### src/erc_pkg.sv
package erc_pkg;

  // ==========================================================================
  // chip operating modes
  typedef enum logic [2:0] {
    ERC_MODE_INIT      = 3'h0,
    ERC_MODE_NORMAL    = 3'h1,
    ERC_MODE_STOP      = 3'h3,
    ERC_MODE_SLEEP     = 3'h2,
    ERC_MODE_RESTART   = 3'h6,
    ERC_MODE_FAIL_SAFE = 3'h7
  } erc_mode_t;

  // ==========================================================================
  // configuration lock states; unlocked -> stand-alone flips one bit, unlocked -> load share flips two
  typedef enum logic [1:0] {
    ERC_CFG_NONE       = 2'h0,
    ERC_CFG_STANDALONE = 2'h1,
    ERC_CFG_LOADSHARE  = 2'h3
  } erc_cfg_t;

  // ==========================================================================
  // software control write, one-cycle strobes with data
  typedef struct packed {
    logic ctrl_wr;          // mode control register write
    logic ext_reg_enable;
    logic hw_wr;            // hardware_control_reg write
    logic load_share_select;
    logic keep_on_in_supply_undervoltage;
    logic load_share_stop_keep_on;
    logic ext_reg_voltage_select;
    logic oc_clear;         // clear request for overcurrent flag
    logic uv_clear;         // clear request for undervoltage flag
  } erc_sw_t;

  // analog status inputs, asynchronous to core_clk
  typedef struct packed {
    logic supply_uv;        // supply below supply_undervoltage_threshold
    logic shunt_limit;      // shunt voltage threshold reached
    logic out_uv;           // regulator output undervoltage
    logic base_hi;          // base current above rising threshold
    logic base_lo;          // base current below falling threshold
  } erc_ana_t;

  // regulator drive outputs
  typedef struct packed {
    logic reg_on;
    logic hp_stage_on;
    logic lp_stage_on;
    logic current_limit_on;
    logic sel_3v3;
  } erc_drv_t;

  // ==========================================================================
  // reset value and synchroniser stage count
  localparam logic ERC_RST_BIT = 1'b0;
  localparam int   ERC_SYNC_STAGES = 2;

endpackage

### src/erc_sync.sv
`timescale 1ns/10ps
module erc_sync #(
  parameter int WIDTH = 5
) (
  // clock and reset
  input  wire logic             core_clk,
  input  wire logic             resetn,
  // data
  input  wire logic [WIDTH-1:0] async_in,
  output logic      [WIDTH-1:0] sync_out
);
  import erc_pkg::*;

  typedef struct packed {
    logic [WIDTH-1:0] meta;
    logic [WIDTH-1:0] stable;
  } erc_sync_state_t;

  erc_sync_state_t state_q;
  erc_sync_state_t state_d;

  // ==========================================================================
  // two-flop synchroniser; first stage is read only by the second
  always_comb begin
    state_d.meta   = async_in;
    state_d.stable = state_q.meta;
  end

  always_ff @(posedge core_clk) begin
    if (!resetn) begin
      state_q <= '0;
    end else begin
      state_q <= state_d;
    end
  end

  assign sync_out = state_q.stable;

endmodule

### src/erc_ctrl.sv
`timescale 1ns/10ps
// Behaviour
// - enable in Normal selects stand-alone regulator
// - load-share bit selects load-sharing configuration
// - first set locks configuration, later ignored
// - lock survives soft reset, lost at power
// - stand-alone locked by enable with share 0
// - stand-alone change ignored, no SPI failure
// - load sharing locks; enable bit has no effect
// - load-share change attempt sets SPI failure
// - regulator state follows chip mode table
// - load share off in Stop unless keep-on
// - load share stop keep-on keeps regulator active
// - Stop: high-power stage by base current hysteresis
// - Normal: only high-power stage runs
// - supply undervoltage switches off unless keep-on
// - stand-alone overcurrent limits, sets clearable flag
// - stand-alone undervoltage reported by flag
// - load sharing never signals undervoltage
// - load sharing: no limit, no overcurrent flag
// - load sharing shuts down in Fail-Safe
// - voltage select 0=5.0V 1=3.3V stand-alone only
module erc_ctrl (
  // clock and resets
  input  wire logic               core_clk,
  input  wire logic               resetn,
  input  wire logic               por_n,
  // chip mode and software control
  input  wire erc_pkg::erc_mode_t chip_mode,
  input  wire erc_pkg::erc_sw_t   sw,
  // analog status from pins
  input  wire erc_pkg::erc_ana_t  ana,
  // regulator drive
  output erc_pkg::erc_drv_t       drv,
  // status readback
  output erc_pkg::erc_cfg_t       cfg_lock,
  output logic                    ext_reg_enable,
  output logic                    load_share_select,
  output logic                    keep_on_in_supply_undervoltage,
  output logic                    load_share_stop_keep_on,
  output logic                    ext_reg_voltage_select,
  output logic                    ext_reg_overcurrent_flag,
  output logic                    ext_reg_undervoltage_flag,
  output logic                    spi_fail_pulse
);
  import erc_pkg::*;

  // ==========================================================================
  // state
  // lock lives apart: it follows por_n, not the soft reset
  typedef struct packed {
    erc_cfg_t cfg;
  } erc_lock_t;

  typedef struct packed {
    logic     enable;
    logic     share;
    logic     uv_keep;
    logic     stop_keep;
    logic     vsel;
    logic     oc_flag;
    logic     uv_flag;
    logic     fail;
    logic     ls_stop_mem;   // copy of stop_keep, refreshed every cycle
    logic     sa_on;         // stand-alone on/off, frozen outside Normal
    logic     hp_stop;       // stop-mode high-power stage hysteresis
    erc_drv_t drv;
  } erc_state_t;

  erc_lock_t  lock_q;
  erc_lock_t  lock_d;
  erc_state_t state_q;
  erc_state_t state_d;
  erc_ana_t   ana_s;

  // ==========================================================================
  // pin inputs into clock domain
  erc_sync #(
    .WIDTH ($bits(erc_ana_t))
  ) u_sync (
    .core_clk (core_clk),
    .resetn   (resetn),
    .async_in (ana),
    .sync_out (ana_s)
  );

  // ==========================================================================
  // next state
  logic cfg_attempt;
  logic want_on;
  logic mode_ok;
  logic ls_active;
  logic sa_active;

  always_comb begin
    lock_d      = lock_q;
    state_d     = state_q;
    state_d.fail = 1'b0;
    sa_active   = (lock_q.cfg == ERC_CFG_STANDALONE);
    ls_active   = (lock_q.cfg == ERC_CFG_LOADSHARE);
    cfg_attempt = 1'b0;

    // control bits other than configuration
    if (sw.hw_wr) begin
      state_d.uv_keep   = sw.keep_on_in_supply_undervoltage;
      state_d.stop_keep = sw.load_share_stop_keep_on;
      state_d.vsel      = sw.ext_reg_voltage_select;
    end

    unique case (lock_q.cfg)
      ERC_CFG_NONE: begin
        if (sw.hw_wr && sw.load_share_select) begin
          lock_d.cfg    = ERC_CFG_LOADSHARE;
          state_d.share = 1'b1;
        end else if (sw.ctrl_wr && sw.ext_reg_enable
                     && chip_mode == ERC_MODE_NORMAL) begin
          lock_d.cfg     = ERC_CFG_STANDALONE;
          state_d.enable = 1'b1;
          state_d.sa_on  = 1'b1;
        end
      end
      ERC_CFG_STANDALONE: begin
        // on/off still free; switch to share silently dropped
        if (sw.ctrl_wr && chip_mode == ERC_MODE_NORMAL) begin
          state_d.enable = sw.ext_reg_enable;
          state_d.sa_on  = sw.ext_reg_enable;
        end
        cfg_attempt = sw.hw_wr && sw.load_share_select;
      end
      ERC_CFG_LOADSHARE: begin
        // share stays set; enable or share clear count as changes
        cfg_attempt = (sw.ctrl_wr && sw.ext_reg_enable)
                      || (sw.hw_wr && !sw.load_share_select);
        state_d.fail = cfg_attempt;
      end
      default: begin
        lock_d.cfg = ERC_CFG_NONE;
      end
    endcase

    // stop-mode share decision taken from keep-on bit
    state_d.ls_stop_mem = state_q.stop_keep;

    // mode table
    mode_ok = 1'b0;
    want_on = 1'b0;
    unique case (chip_mode)
      ERC_MODE_INIT, ERC_MODE_FAIL_SAFE: begin
        want_on = 1'b0;
      end
      ERC_MODE_NORMAL: begin
        want_on = ls_active || (sa_active && state_q.sa_on);
      end
      ERC_MODE_STOP: begin
        want_on = ls_active ? state_q.stop_keep
                            : (sa_active && state_q.sa_on);
      end
      ERC_MODE_SLEEP: begin
        want_on = !ls_active && sa_active && state_q.sa_on;
      end
      ERC_MODE_RESTART: begin
        want_on = ls_active || (sa_active && state_q.sa_on);
      end
      default: begin
        want_on = 1'b0;
      end
    endcase
    mode_ok = want_on && (!ana_s.supply_uv || state_q.uv_keep);

    // stop-mode high-power stage hysteresis
    if (chip_mode != ERC_MODE_STOP || !mode_ok) begin
      state_d.hp_stop = 1'b0;
    end else if (ana_s.base_hi) begin
      state_d.hp_stop = 1'b1;
    end else if (ana_s.base_lo) begin
      state_d.hp_stop = 1'b0;
    end

    state_d.drv.reg_on      = mode_ok;
    state_d.drv.lp_stage_on = mode_ok && chip_mode != ERC_MODE_NORMAL;
    state_d.drv.hp_stage_on = mode_ok && (chip_mode != ERC_MODE_STOP
                                          || state_q.hp_stop);
    state_d.drv.current_limit_on = mode_ok && sa_active;
    state_d.drv.sel_3v3 = sa_active && state_q.vsel;

    // status flags: set wins over clear
    if (sw.oc_clear && !ana_s.shunt_limit) begin
      state_d.oc_flag = 1'b0;
    end
    if (sa_active && state_q.drv.reg_on && ana_s.shunt_limit) begin
      state_d.oc_flag = 1'b1;
    end
    if (sw.uv_clear) begin
      state_d.uv_flag = 1'b0;
    end
    if (sa_active && state_q.drv.reg_on && ana_s.out_uv) begin
      state_d.uv_flag = 1'b1;
    end
  end

  // ==========================================================================
  // registers
  always_ff @(posedge core_clk) begin
    if (!por_n) begin
      lock_q.cfg <= ERC_CFG_NONE;
    end else begin
      lock_q <= lock_d;
    end
  end

  // soft reset leaves lock and share bit, since share follows the lock
  always_ff @(posedge core_clk) begin
    if (!resetn || !por_n) begin
      state_q       <= '0;
      state_q.share <= (lock_q.cfg == ERC_CFG_LOADSHARE) && por_n;
    end else begin
      state_q <= state_d;
    end
  end

  // ==========================================================================
  // outputs, all from flops
  assign drv                            = state_q.drv;
  assign cfg_lock                       = lock_q.cfg;
  assign ext_reg_enable                 = state_q.enable;
  assign load_share_select              = state_q.share;
  assign keep_on_in_supply_undervoltage = state_q.uv_keep;
  assign load_share_stop_keep_on        = state_q.stop_keep;
  assign ext_reg_voltage_select         = state_q.vsel;
  assign ext_reg_overcurrent_flag       = state_q.oc_flag;
  assign ext_reg_undervoltage_flag      = state_q.uv_flag;
  assign spi_fail_pulse                 = state_q.fail;

endmodule

### config.mk
export PLATFORM = sky130hd
export DESIGN_NAME = erc_ctrl
export DESIGN_NICKNAME = d
export VERILOG_FILES = /design/src/erc_pkg.sv /design/src/erc_sync.sv /design/src/erc_ctrl.sv
export SDC_FILE = /design/constraint.sdc
export NUM_CORES = 1
export LEC_CHECK = 0
export BUFFER_PORTS_ARGS = -buffer_cell sky130_fd_sc_hd__buf_4
export CAP_MARGIN = 20
export CORE_UTILIZATION = 54
export CTS_BUF_LIST = sky130_fd_sc_hd__clkbuf_4
export DETAILED_ROUTE_END_ITERATION = 12
export PLACE_DENSITY = 0.85
export SYNTH_ARGS = -nofsm -noshare
export SYNTH_HDL_FRONTEND = slang
export SYNTH_SLANG_ARGS = --single-unit
export TNS_END_PERCENT = 50
### constraint.sdc
create_clock -name core_clk -period 1.7 [get_ports core_clk]
set_input_delay 0.17 -clock core_clk [delete_from_list [all_inputs] [get_ports core_clk]]
set_output_delay 0.17 -clock core_clk [all_outputs]
set_load 0.01 [all_outputs]
==> results of run 1 <==
-- placed cells by master (no fill, tap or decap), types with 3 or more instances in the layout --
cell      netlist  routed
or2b_2          3       3
nor4_1          3       3
a21oi_1         3       3
clkbuf_4        0       3
nor2_1          5       5
dfxtp_1        25      25
buf_4           5      34
inv_1           6       6
mux2i_1         3       3
and2_1         11      11
o21ai_0         3       3
nand2_1         4       4
-- layer usage --
metal,vias up,track usage,share of wire
li1,385,-,-
met1,360,0.241,0.43
met3,4,0.0440,0.063
met5,-,0,0
met2,31,0.322,0.49
met4,0,0.0848,0.012
-- final cells by class --
cell class / instances / area [µm²]
Inverter: 6 / 22.5
Sequential cell: 26 / 531
Fill cell: 146 / 469
Clock buffer: 3 / 22.5
Timing Repair Buffer: 34 / 255
Tap cell: 25 / 31.3
Clock inverter: 1 / 3.75
Multi-Input combinational cell: 58 / 410
-- worst max path at each step --
stage,end,cells past startpoint,slack [ns],startpoint
after floorplan,drv[3],3,0.54,cfg_lock[1]
after global placement,drv[3],3,0.55,cfg_lock[1]
after detailed placement,drv[3],3,0.50,cfg_lock[1]
after CTS,drv[3],3,0.48,cfg_lock[1]
after global routing,state_q[6],3,0.38,cfg_lock[0]
final,state_q[6],3,0.48,cfg_lock[1]
-- kinds of logic after synthesis --
family | Yosys count | share of synthesized area
AOI/OAI and AO/OA | 14 | 0.109
buffers and inverters | 13 | 0.0681
DFF | 26 | 0.525
muxes | 3 | 0.0297
and+or+nand+nor | 41 | 0.268
-- where the power goes --
part           internal (µW)  total [µW]  switching, µW
clock                   85.7         254            168
combinational           63.8         115           50.8
sequential               632         644           11.8
total                    782        1010            231
-- state kept, by name, indices dropped and copies added, names as in the netlist --
register and cells:
load_share_select 1, keep_on_in_supply_undervoltage 1, ext_reg_overcurrent_flag 1, state_q 2, cfg_lock 2, ext_reg_voltage_select 1, u_sync.sync_out 5, ext_reg_undervoltage_flag 1
load_share_stop_keep_on 1, u_sync.state_d 5, drv 5, spi_fail_pulse 1
-- metrics by stage --
stage / setup WS (ns) / util
finish: 0.481 / 0.731
global route: 0.375 / 0.731
CTS: 0.484 / 0.731
detailed placement: 0.503 / 0.716
global placement: 0.552 / 0.716
floorplan: 0.539 / -
==> results.sh, run 1 <==
export IMPL_crit_path_max_incr_delay_ns=0.42
export IMPL_whs_path_depth=2
export IMPL_ys_seq_area_frac=0.525
export IMPL_antenna_found_initial=0
export IMPL_tns_ns=0
export IMPL_yosysTopAreaCellShare=0.496
export IMPL_drive_above_1_share=0.391
export IMPL_final_nets=149
export IMPL_row_count=15
export IMPL_final_setup_skew_ns=0.00330
export IMPL_synth_avg_cell_area_um2=10.4
export IMPL_r2r_end="state_q[6]"
export IMPL_overflow=0
export IMPL_wirelength_mm=1.79
export IMPL_cts_buffers=3
export IMPL_path_clk_slew_ns=0.13
export IMPL_worstPathArrival_ns=1.43
export IMPL_cts_hold_fix_buffers=0
export IMPL_h_tree_depth=1
export IMPL_drt_initial_drc_count=8
export IMPL_min_from="ana[4]"
export IMPL_io_pins=35
export IMPL_critPathKind="reg2reg"
export IMPL_synth_net_count=117
export IMPL_p_leak_uw=0.000572
export IMPL_grt_pass1_vias=672
export IMPL_grt_usage=0.194
export IMPL_hold_end="u_sync.state_d[4]"
export IMPL_start_util=0.578
export IMPL_path_max_fanout=8
export IMPL_vdd_ir_drop_max_mv=0.517
export IMPL_dieArea_mm2=0.00205
export IMPL_maxCapViolations=0
export IMPL_hold_path_class="in2reg"
export IMPL_crit_chain="nand3b_1 > a211oi_1 > nor4_2"
export IMPL_fp_dieW_um=45.2
export IMPL_coreArea_mm2=0.00175
export IMPL_ys_warn_count=0
export IMPL_synth_area_leaders="dfxtp_1 50%, and2_1 6.8%, buf_4 3.7%, mux2i_1 3.0%, edfxtp_1 3.0%"
export IMPL_synth_commonest_cells="25 x dfxtp_1, 11 x and2_1, 6 x inv_1"
export IMPL_r2r_cells=3
export IMPL_synth_async_reset_ratio=0
export IMPL_crit_buf_inv=0
export IMPL_fin_crit_sh=0.717
export IMPL_period_minus_slack_ns=1.22
export IMPL_power_per_cell_area_mw_per_mm2=793
export IMPL_placed_area_mm2=0.00125
export IMPL_final_area_mm2=0.00128
export IMPL_whs_ns=0.0579
export IMPL_crit_path_start_kind="flop"
export IMPL_setup_viol=0
export IMPL_cts_resized=0
export IMPL_grt_setup_unrepaired="false"
export IMPL_post_cts_buffers=0
export IMPL_cts_tree="done"
export IMPL_synth_area_mm2=0.00101
export IMPL_firstDrtPassIters=4
export IMPL_maxSlewHeadroom=0.790
export IMPL_die_h_um=45.2
export IMPL_hold_violations=0
export IMPL_outcome="complete, no violations"
export IMPL_crit_path_top_delay_cell="dfxtp_1"
export IMPL_via_count=780
export IMPL_cp_top_family="flip-flops"
export IMPL_area_growth_pct=26.4
export IMPL_cts_root_buffer="clkbuf_4"
export IMPL_grt_pass1_wl_mm=2.86
export IMPL_grt_max_degree=15
export IMPL_synthCells=97
export IMPL_yosysMostFrequentCell="dfxtp_1"
export IMPL_cts_sinks=26
export IMPL_fmax_ghz=0.820
export IMPL_dp_final_hpwl_mm=1.42
export IMPL_clk_latency_ns=0.31
export IMPL_synth_ff_type="dfxtp_1"
export IMPL_wire_per_inst_um=11.7
export IMPL_drv_slew=0
export IMPL_ant_nets=0
export IMPL_clockBufferDepth=2
export IMPL_fin_cells=153
export IMPL_post_synth_top_area_cell="dfxtp_1"
export IMPL_gp_routability_congestion=0.869
export IMPL_worstReg2RegStart="cfg_lock[1]"
export IMPL_synthDistinctLibCells=32
export IMPL_worstMarginPinSlew_ns=0.316
export IMPL_diodes=0
export IMPL_ys_ff_latch=26
export IMPL_dp_cells=149
export IMPL_synth_edf_count=1
export IMPL_drcViolationCount=0
export IMPL_io_buffers=34
export IMPL_cp_data_required_time_ns=1.91
export IMPL_reg2reg_setup_slack_ns=0.48
export IMPL_via_per_inst=5.10
export IMPL_fin_total_pwr_uw=1010
export IMPL_end_kind="flop"
(Power assumes the default switching activity.)
==> run 2: changes to the inputs <==
--- a/config.mk
+++ b/config.mk
@@ -5,12 +5,13 @@
 export SDC_FILE = /design/constraint.sdc
 export NUM_CORES = 1
 export LEC_CHECK = 0
+export ABC_AREA = 1
 export BUFFER_PORTS_ARGS = -buffer_cell sky130_fd_sc_hd__buf_4
 export CAP_MARGIN = 20
-export CORE_UTILIZATION = 54
+export CORE_UTILIZATION = 50
 export CTS_BUF_LIST = sky130_fd_sc_hd__clkbuf_4
 export DETAILED_ROUTE_END_ITERATION = 12
-export PLACE_DENSITY = 0.85
+export PLACE_DENSITY = 0.8
 export SYNTH_ARGS = -nofsm -noshare
 export SYNTH_HDL_FRONTEND = slang
 export SYNTH_SLANG_ARGS = --single-unit
==> constraint.sdc (replaced) <==
create_clock -name core_clk -period 1.15 [get_ports core_clk]
set_input_delay 0.115 -clock core_clk [delete_from_list [all_inputs] [get_ports core_clk]]
set_output_delay 0.115 -clock core_clk [all_outputs]
set_load 0.01 [all_outputs]
==> run 2 against run 1 <==
  * Largest power group unchanged
  * Design area grew 6.9%
  * Wire length grew 9.5%
  * Worst hold slack lost 0.019 ns
  * Sequential power grew 47%
  * Clock power grew 140%
  * Largest cell class unchanged
  * Clock skew grew 0.0015 ns
  * Sequential cell count is the same
  * Area after synthesis shrank 1.7%
==> results.sh, run 2 <==
export IMPL_outcome="complete, no violations"
export IMPL_path_max_fanout=4
export IMPL_wirelength_mm=1.96
export IMPL_firstDrtPassIters=4
export IMPL_p_leak_uw=0.000728
export IMPL_drcViolationCount=0
export IMPL_synth_edf_count=1
export IMPL_ys_ff_latch=26
export IMPL_fin_crit_sh=0.946
export IMPL_h_tree_depth=1
export IMPL_hold_violations=0
export IMPL_row_count=15
export IMPL_coreArea_mm2=0.00180
export IMPL_post_synth_top_area_cell="dfxtp_1"
export IMPL_hold_path_class="in2reg"
export IMPL_fin_util=0.757
export IMPL_whs_path_depth=4
export IMPL_via_count=900
export IMPL_p_clk_frac=0.350
export IMPL_maxSlewHeadroom=0.866
export IMPL_r2r_cells=4
export IMPL_synthDistinctLibCells=20
export IMPL_synth_commonest_cells="33 x nand2_1, 25 x dfxtp_1, 23 x inv_1"
export IMPL_crit_end="load_share_select"
export IMPL_place_ws_ns=0.0974
export IMPL_synth_area_um2=992
export IMPL_dieArea_mm2=0.00217
export IMPL_grt_pass1_wl_mm=3.06
export IMPL_synth_area_leaders="dfxtp_1 50%, nand2_1 12%, inv_1 8.7%, nor2_1 4.9%, buf_4 3.8%"
export IMPL_worstReg2RegStart="cfg_lock[0]"
export IMPL_worstMarginPinSlew_ns=0.199
export IMPL_grt_usage=0.203
export IMPL_wire_per_inst_um=10.0
export IMPL_antenna_found_initial=0
export IMPL_io_pins=35
export IMPL_synthCells=131
export IMPL_cts_buffers=3
export IMPL_fin_total_pwr_uw=1760
export IMPL_drt_initial_drc_count=11
export IMPL_drive_above_1_share=0.300
export IMPL_reg2reg_setup_slack_ns=0.06
export IMPL_drv_slew=0
export IMPL_dp_final_hpwl_mm=1.52
export IMPL_worstPathArrival_ns=1.14
export IMPL_synth_async_reset_ratio=0
export IMPL_cts_sinks=26
export IMPL_setup_ws_ns=0.0626
export IMPL_start_util=0.551
export IMPL_internal_power_uw=1390
export IMPL_clockBufferDepth=2
export IMPL_r2r_end="load_share_select"
export IMPL_synth_net_count=151
export IMPL_ant_nets=0
export IMPL_die_h_um=46.5
export IMPL_combPwrFrac=0.110
export IMPL_fin_cells=195
export IMPL_cp_data_required_time_ns=1.21
export IMPL_synth_avg_cell_area_um2=7.57
export IMPL_dp_cells=186
export IMPL_crit_path_start_kind="flop"
export IMPL_ys_seq_area_frac=0.535
export IMPL_p_switching_uw=371
export IMPL_diodes=0
export IMPL_cts_root_buffer="clkbuf_4"
export IMPL_final_nets=191
export IMPL_maxCapViolations=0
export IMPL_fp_dieW_um=46.5
export IMPL_yosysMostFrequentCell="nand2_1"
export IMPL_grt_pass1_vias=835
export IMPL_grt_max_degree=16
export IMPL_clk_latency_ns=0.32
export IMPL_ys_warn_count=0
export IMPL_fmax_ghz=0.920
export IMPL_post_cts_buffers=0
export IMPL_path_clk_slew_ns=0.14
export IMPL_overflow=0
export IMPL_final_common_cell="buf_4"
export IMPL_period_minus_slack_ns=1.09
export IMPL_vdd_ir_drop_max_mv=1.23
export IMPL_swShare=0.211
export IMPL_critPathKind="reg2reg"
export IMPL_cp_startpoint="cfg_lock[0]"
export IMPL_cts_tree="done"
export IMPL_via_per_inst=4.62
export IMPL_power_per_cell_area_mw_per_mm2=1290
export IMPL_tns_ns=0
export IMPL_grt_setup_unrepaired="true"
export IMPL_area_growth_pct=37.5
export IMPL_setup_viol=0
export IMPL_end_kind="flop"
export IMPL_io_buffers=34
export IMPL_power_share_sequential=0.539
export IMPL_yosysTopAreaCellShare=0.504
export IMPL_synth_ff_type="dfxtp_1"
export IMPL_final_cell_mix="36 x buf_4, 33 x nand2_1, 24 x dfxtp_1"
export IMPL_final_setup_skew_ns=0.00482
export IMPL_gp_routability_congestion=0.885
[run 2: final cells by class]
| class | instances | area (µm²) |
|---|---|---|
| Multi-Input combinational cell | 71 | 318 |
| Inverter | 28 | 108 |
| Fill cell | 142 | 438 |
| Tap cell | 25 | 31.3 |
| Clock inverter | 1 | 30.0 |
| Sequential cell | 26 | 534 |
| Clock buffer | 3 | 22.5 |
| Timing Repair Buffer | 41 | 320 |
[run 2: logic make-up (layout without fill, tap and decap cells)]
family | after synthesis | after routing | share of synthesized area
and+or+nand+nor | 56 | 56 | 0.236
buffers and inverters | 34 | 73 | 0.150
DFF | 26 | 26 | 0.535
AOI/OAI and AO/OA | 15 | 15 | 0.0794
[run 2: worst max-delay path, stage by stage (launching register included)]
cell and delay, ns:
dfxtp_4 0.38, buf_4 0.14, nor2_1 0.11, nand2_1 0.12
nand2_1 0.08
[run 2: worst min path at each step]
stage                                     end   start  slack, ns
CTS                               cfg_lock[1]   por_n       0.03
detailed placement          u_sync.state_d[0]  ana[0]       0.30
floorplan                   u_sync.state_d[0]  ana[0]       0.21
global route                      cfg_lock[1]   por_n       0.04
global placement            u_sync.state_d[4]  ana[4]       0.30
finish              ext_reg_undervoltage_flag   sw[0]       0.04
[run 2: per-layer routing]
metal,share of wire,vias to the layer above,global-route usage
met5,0,-,0
met4,0.019,0,0.118
met3,0.042,4,0.0275
met2,0.52,25,0.364
met1,0.42,411,0.225
li1,-,460,-
[run 2: through the flow]
step	instance area, µm²	hold slack [ns]
after floorplan	992	0.213
after global placement	1250	0.295
after detailed placement	1250	0.305
after CTS	1360	0.0347
after global routing	1360	0.0438
final	1360	0.0390
[run 2: power groups by stage]
stage               clock, µW  sequential [µW]  combinational, µW
CTS                       620              949                192
global route              653              954                214
floorplan                   0              974               70.6
finish                    617              949                194
detailed placement          0              969                177
global placement            0              967                173
[run 2: timing repair]
action / CTS / global route
hold buffers: 5 / 0
setup endpoints to repair: 0 / 4
endpoints found under the hold margin: 5 / 0
gates resized for setup: 0 / 3
==> run 3: changes to the inputs <==
--- a/config.mk
+++ b/config.mk
@@ -12,7 +12,9 @@
 export CTS_BUF_LIST = sky130_fd_sc_hd__clkbuf_4
 export DETAILED_ROUTE_END_ITERATION = 12
 export PLACE_DENSITY = 0.8
+export SLEW_MARGIN = 5
 export SYNTH_ARGS = -nofsm -noshare
 export SYNTH_HDL_FRONTEND = slang
+export SYNTH_HIERARCHICAL = 1
 export SYNTH_SLANG_ARGS = --single-unit
 export TNS_END_PERCENT = 50
==> run 3 against run 2 <==
  * Sequential share of layout area grew 0.71 points
  * Synthesized cell count shrank 3.8%
  * Critical endpoint is now state_q[6]
  * Combinational power is essentially flat
  * Wire length shrank 7.3%
  * Critical path type unchanged
  * Register-to-register slack gained 0.06 ns
  * Maximum frequency grew 6.3%
  * Largest cell class unchanged
==> results.sh, run 3 <==
export IMPL_outcome="complete, no violations"
export IMPL_synth_area_um2=997
export IMPL_placed_area_mm2=0.00123
export IMPL_final_setup_skew_ns=0.00646
export IMPL_crit_buf_inv=1
export IMPL_io_buffers=34
export IMPL_p_clk_frac=0.345
export IMPL_worstMarginPinSlew_ns=0.223
export IMPL_maxCapViolations=0
export IMPL_ys_warn_count=6
export IMPL_internal_power_uw=1390
export IMPL_fp_dieW_um=46.7
export IMPL_period_minus_slack_ns=1.02
export IMPL_synth_edf_count=1
export IMPL_fmax_ghz=0.978
export IMPL_post_cts_buffers=0
export IMPL_grt_max_degree=16
export IMPL_ys_seq_area_frac=0.532
export IMPL_wire_per_inst_um=9.65
export IMPL_synth_ff_type="dfxtp_1"
export IMPL_ys_ff_latch=26
export IMPL_hold_path_class="in2reg"
export IMPL_h_tree_depth=1
export IMPL_drv_slew=0
export IMPL_path_max_fanout=5
export IMPL_drcViolationCount=0
export IMPL_synth_net_count=146
export IMPL_coreArea_mm2=0.00180
export IMPL_via_per_inst=4.60
export IMPL_critPathKind="reg2reg"
export IMPL_crit_path_top_delay_cell="dfxtp_4"
export IMPL_cts_root_buffer="clkbuf_4"
export IMPL_path_clk_slew_ns=0.14
export IMPL_yosysMostFrequentCell="nand2_1"
export IMPL_grt_setup_unrepaired="false"
export IMPL_p_leak_uw=0.000730
export IMPL_grt_pass1_wl_mm=2.81
export IMPL_wirelength_mm=1.82
export IMPL_cp_top_family="simple AND/OR/NAND/NOR gates"
export IMPL_swShare=0.208
export IMPL_grt_pass1_vias=727
export IMPL_ant_nets=0
export IMPL_firstDrtPassIters=4
export IMPL_power_per_cell_area_mw_per_mm2=1310
export IMPL_synth_area_leaders="dfxtp_1 50%, nand2_1 11%, inv_1 8.3%, nor2_1 4.1%, buf_4 3.8%"
export IMPL_synth_avg_cell_area_um2=7.91
export IMPL_setup_viol=0
export IMPL_yosysTopAreaCellShare=0.502
export IMPL_overflow=0
export IMPL_combPwrFrac=0.110
export IMPL_row_count=15
export IMPL_clk_latency_ns=0.31
export IMPL_final_area_mm2=0.00134
export IMPL_crit_chain="inv_2 > nor2_2 > nand3_1 > nand2_1 > nand3_1 > nand2_1 > nor2_1"
export IMPL_power_share_sequential=0.545
export IMPL_crit_path_start_kind="flop"
export IMPL_dieArea_mm2=0.00218
export IMPL_via_count=865
export IMPL_vdd_ir_drop_max_mv=1.09
export IMPL_fin_util=0.745
export IMPL_gp_routability_congestion=0.936
export IMPL_clockBufferDepth=2
export IMPL_cp_data_required_time_ns=1.37
export IMPL_die_h_um=46.7
export IMPL_post_synth_top_area_cell="dfxtp_1"
export IMPL_cts_tree="done"
export IMPL_area_growth_pct=34.6
export IMPL_worstPathArrival_ns=1.24
export IMPL_cts_buffers=3
export IMPL_final_cell_mix="34 x buf_4, 29 x nand2_1, 23 x dfxtp_1"
export IMPL_io_pins=35
export IMPL_synthCells=126
export IMPL_start_util=0.553
export IMPL_synth_commonest_cells="29 x nand2_1, 25 x dfxtp_1, 22 x inv_1"
export IMPL_synthDistinctLibCells=20
export IMPL_end_kind="flop"
export IMPL_fill_cells=154
export IMPL_maxSlewHeadroom=0.851
export IMPL_synth_async_reset_ratio=0
export IMPL_final_nets=184
export IMPL_hold_violations=0
export IMPL_final_common_cell="buf_4"
export IMPL_drive_above_1_share=0.319
export IMPL_dp_final_hpwl_mm=1.38
export IMPL_diodes=0
export IMPL_drt_initial_drc_count=14
export IMPL_p_switching_uw=365
export IMPL_tns_ns=0
export IMPL_grt_usage=0.185
export IMPL_fin_crit_sh=0.889
export IMPL_antenna_found_initial=0
export IMPL_crit_path_max_incr_delay_ns=0.39
export IMPL_cts_sinks=26
run 3: layout make-up:
class	count	area, µm²	share of cell area
sequential	26	536	0.399
tap	25	31.3	0.0233
clock buffer	3	22.5	0.0168
timing repair buffer	39	305	0.227
inverter	26	97.6	0.0727
clock inverter	1	30.0	0.0224
multi-input combinational	68	320	0.239
run 3: cell families after synthesis:
| group | share of synthesized area |
|---|---|
| flops | 0.532 |
| simple gates | 0.228 |
| buf+inv | 0.147 |
| compound gates | 0.0928 |
run 3: worst reg2reg max path: stages, from the launching register on:
cell	delay, ns
dfxtp_4	0.39
inv_2	0.05
nor2_2	0.15
nand3_1	0.10
nand2_1	0.08
nand3_1	0.06
nand2_1	0.06
nor2_1	0.04
run 3: path summary, 6_finish.rpt:
| check | from | endpoint | slack (ns) | cells past startpoint |
|---|---|---|---|---|
| worst max-delay path | cfg_lock[0] | state_q[6] | 0.13 | 7 |
| worst min register to register | u_sync/state_d[2] | u_sync/sync_out[2] | 0.42 | 2 |
| worst max register to register | cfg_lock[0] | state_q[6] | 0.13 | 7 |
| worst min-delay path | sw[2] | ext_reg_voltage_select | 0.05 | 3 |
run 3: power by group through the flow:
stage	Sequential (µW)	Clock (µW)	Combinational, µW
finish	955	605	194
detailed placement	975	0	179
global route	959	662	215
CTS	954	620	193
global placement	973	0	176
floorplan	978	0	85.8
run 3: per-stage QoR:
step / hold slack (ns) / std cells / worst slack (ns) / total power [µW]
after global placement: 0.292 / 179 / 0.0661 / 1150
after floorplan: 0.208 / 126 / 0.122 / 1060
final: 0.0456 / 188 / 0.127 / 1750
after detailed placement: 0.300 / 179 / 0.0673 / 1150
after CTS: 0.0311 / 188 / 0.0197 / 1770
after global routing: 0.0399 / 188 / 0.00202 / 1840
run 3: routing by layer:
layer  part of all wire  up-vias  wire (µm)  track usage
li1                   -      448          -            -
met1               0.42      382        769        0.213
met2               0.49       31        889        0.314
met3              0.061        4        110       0.0275
met4              0.024        0         44        0.120
met5                  0        -          0            0
run 3: what timing repair did:
item                       4_1_cts  5_1_grt
hold endpoints to repair         5        0
setup endpoints to repair        0        3
resized for setup                0        3
hold buffers                     5        0
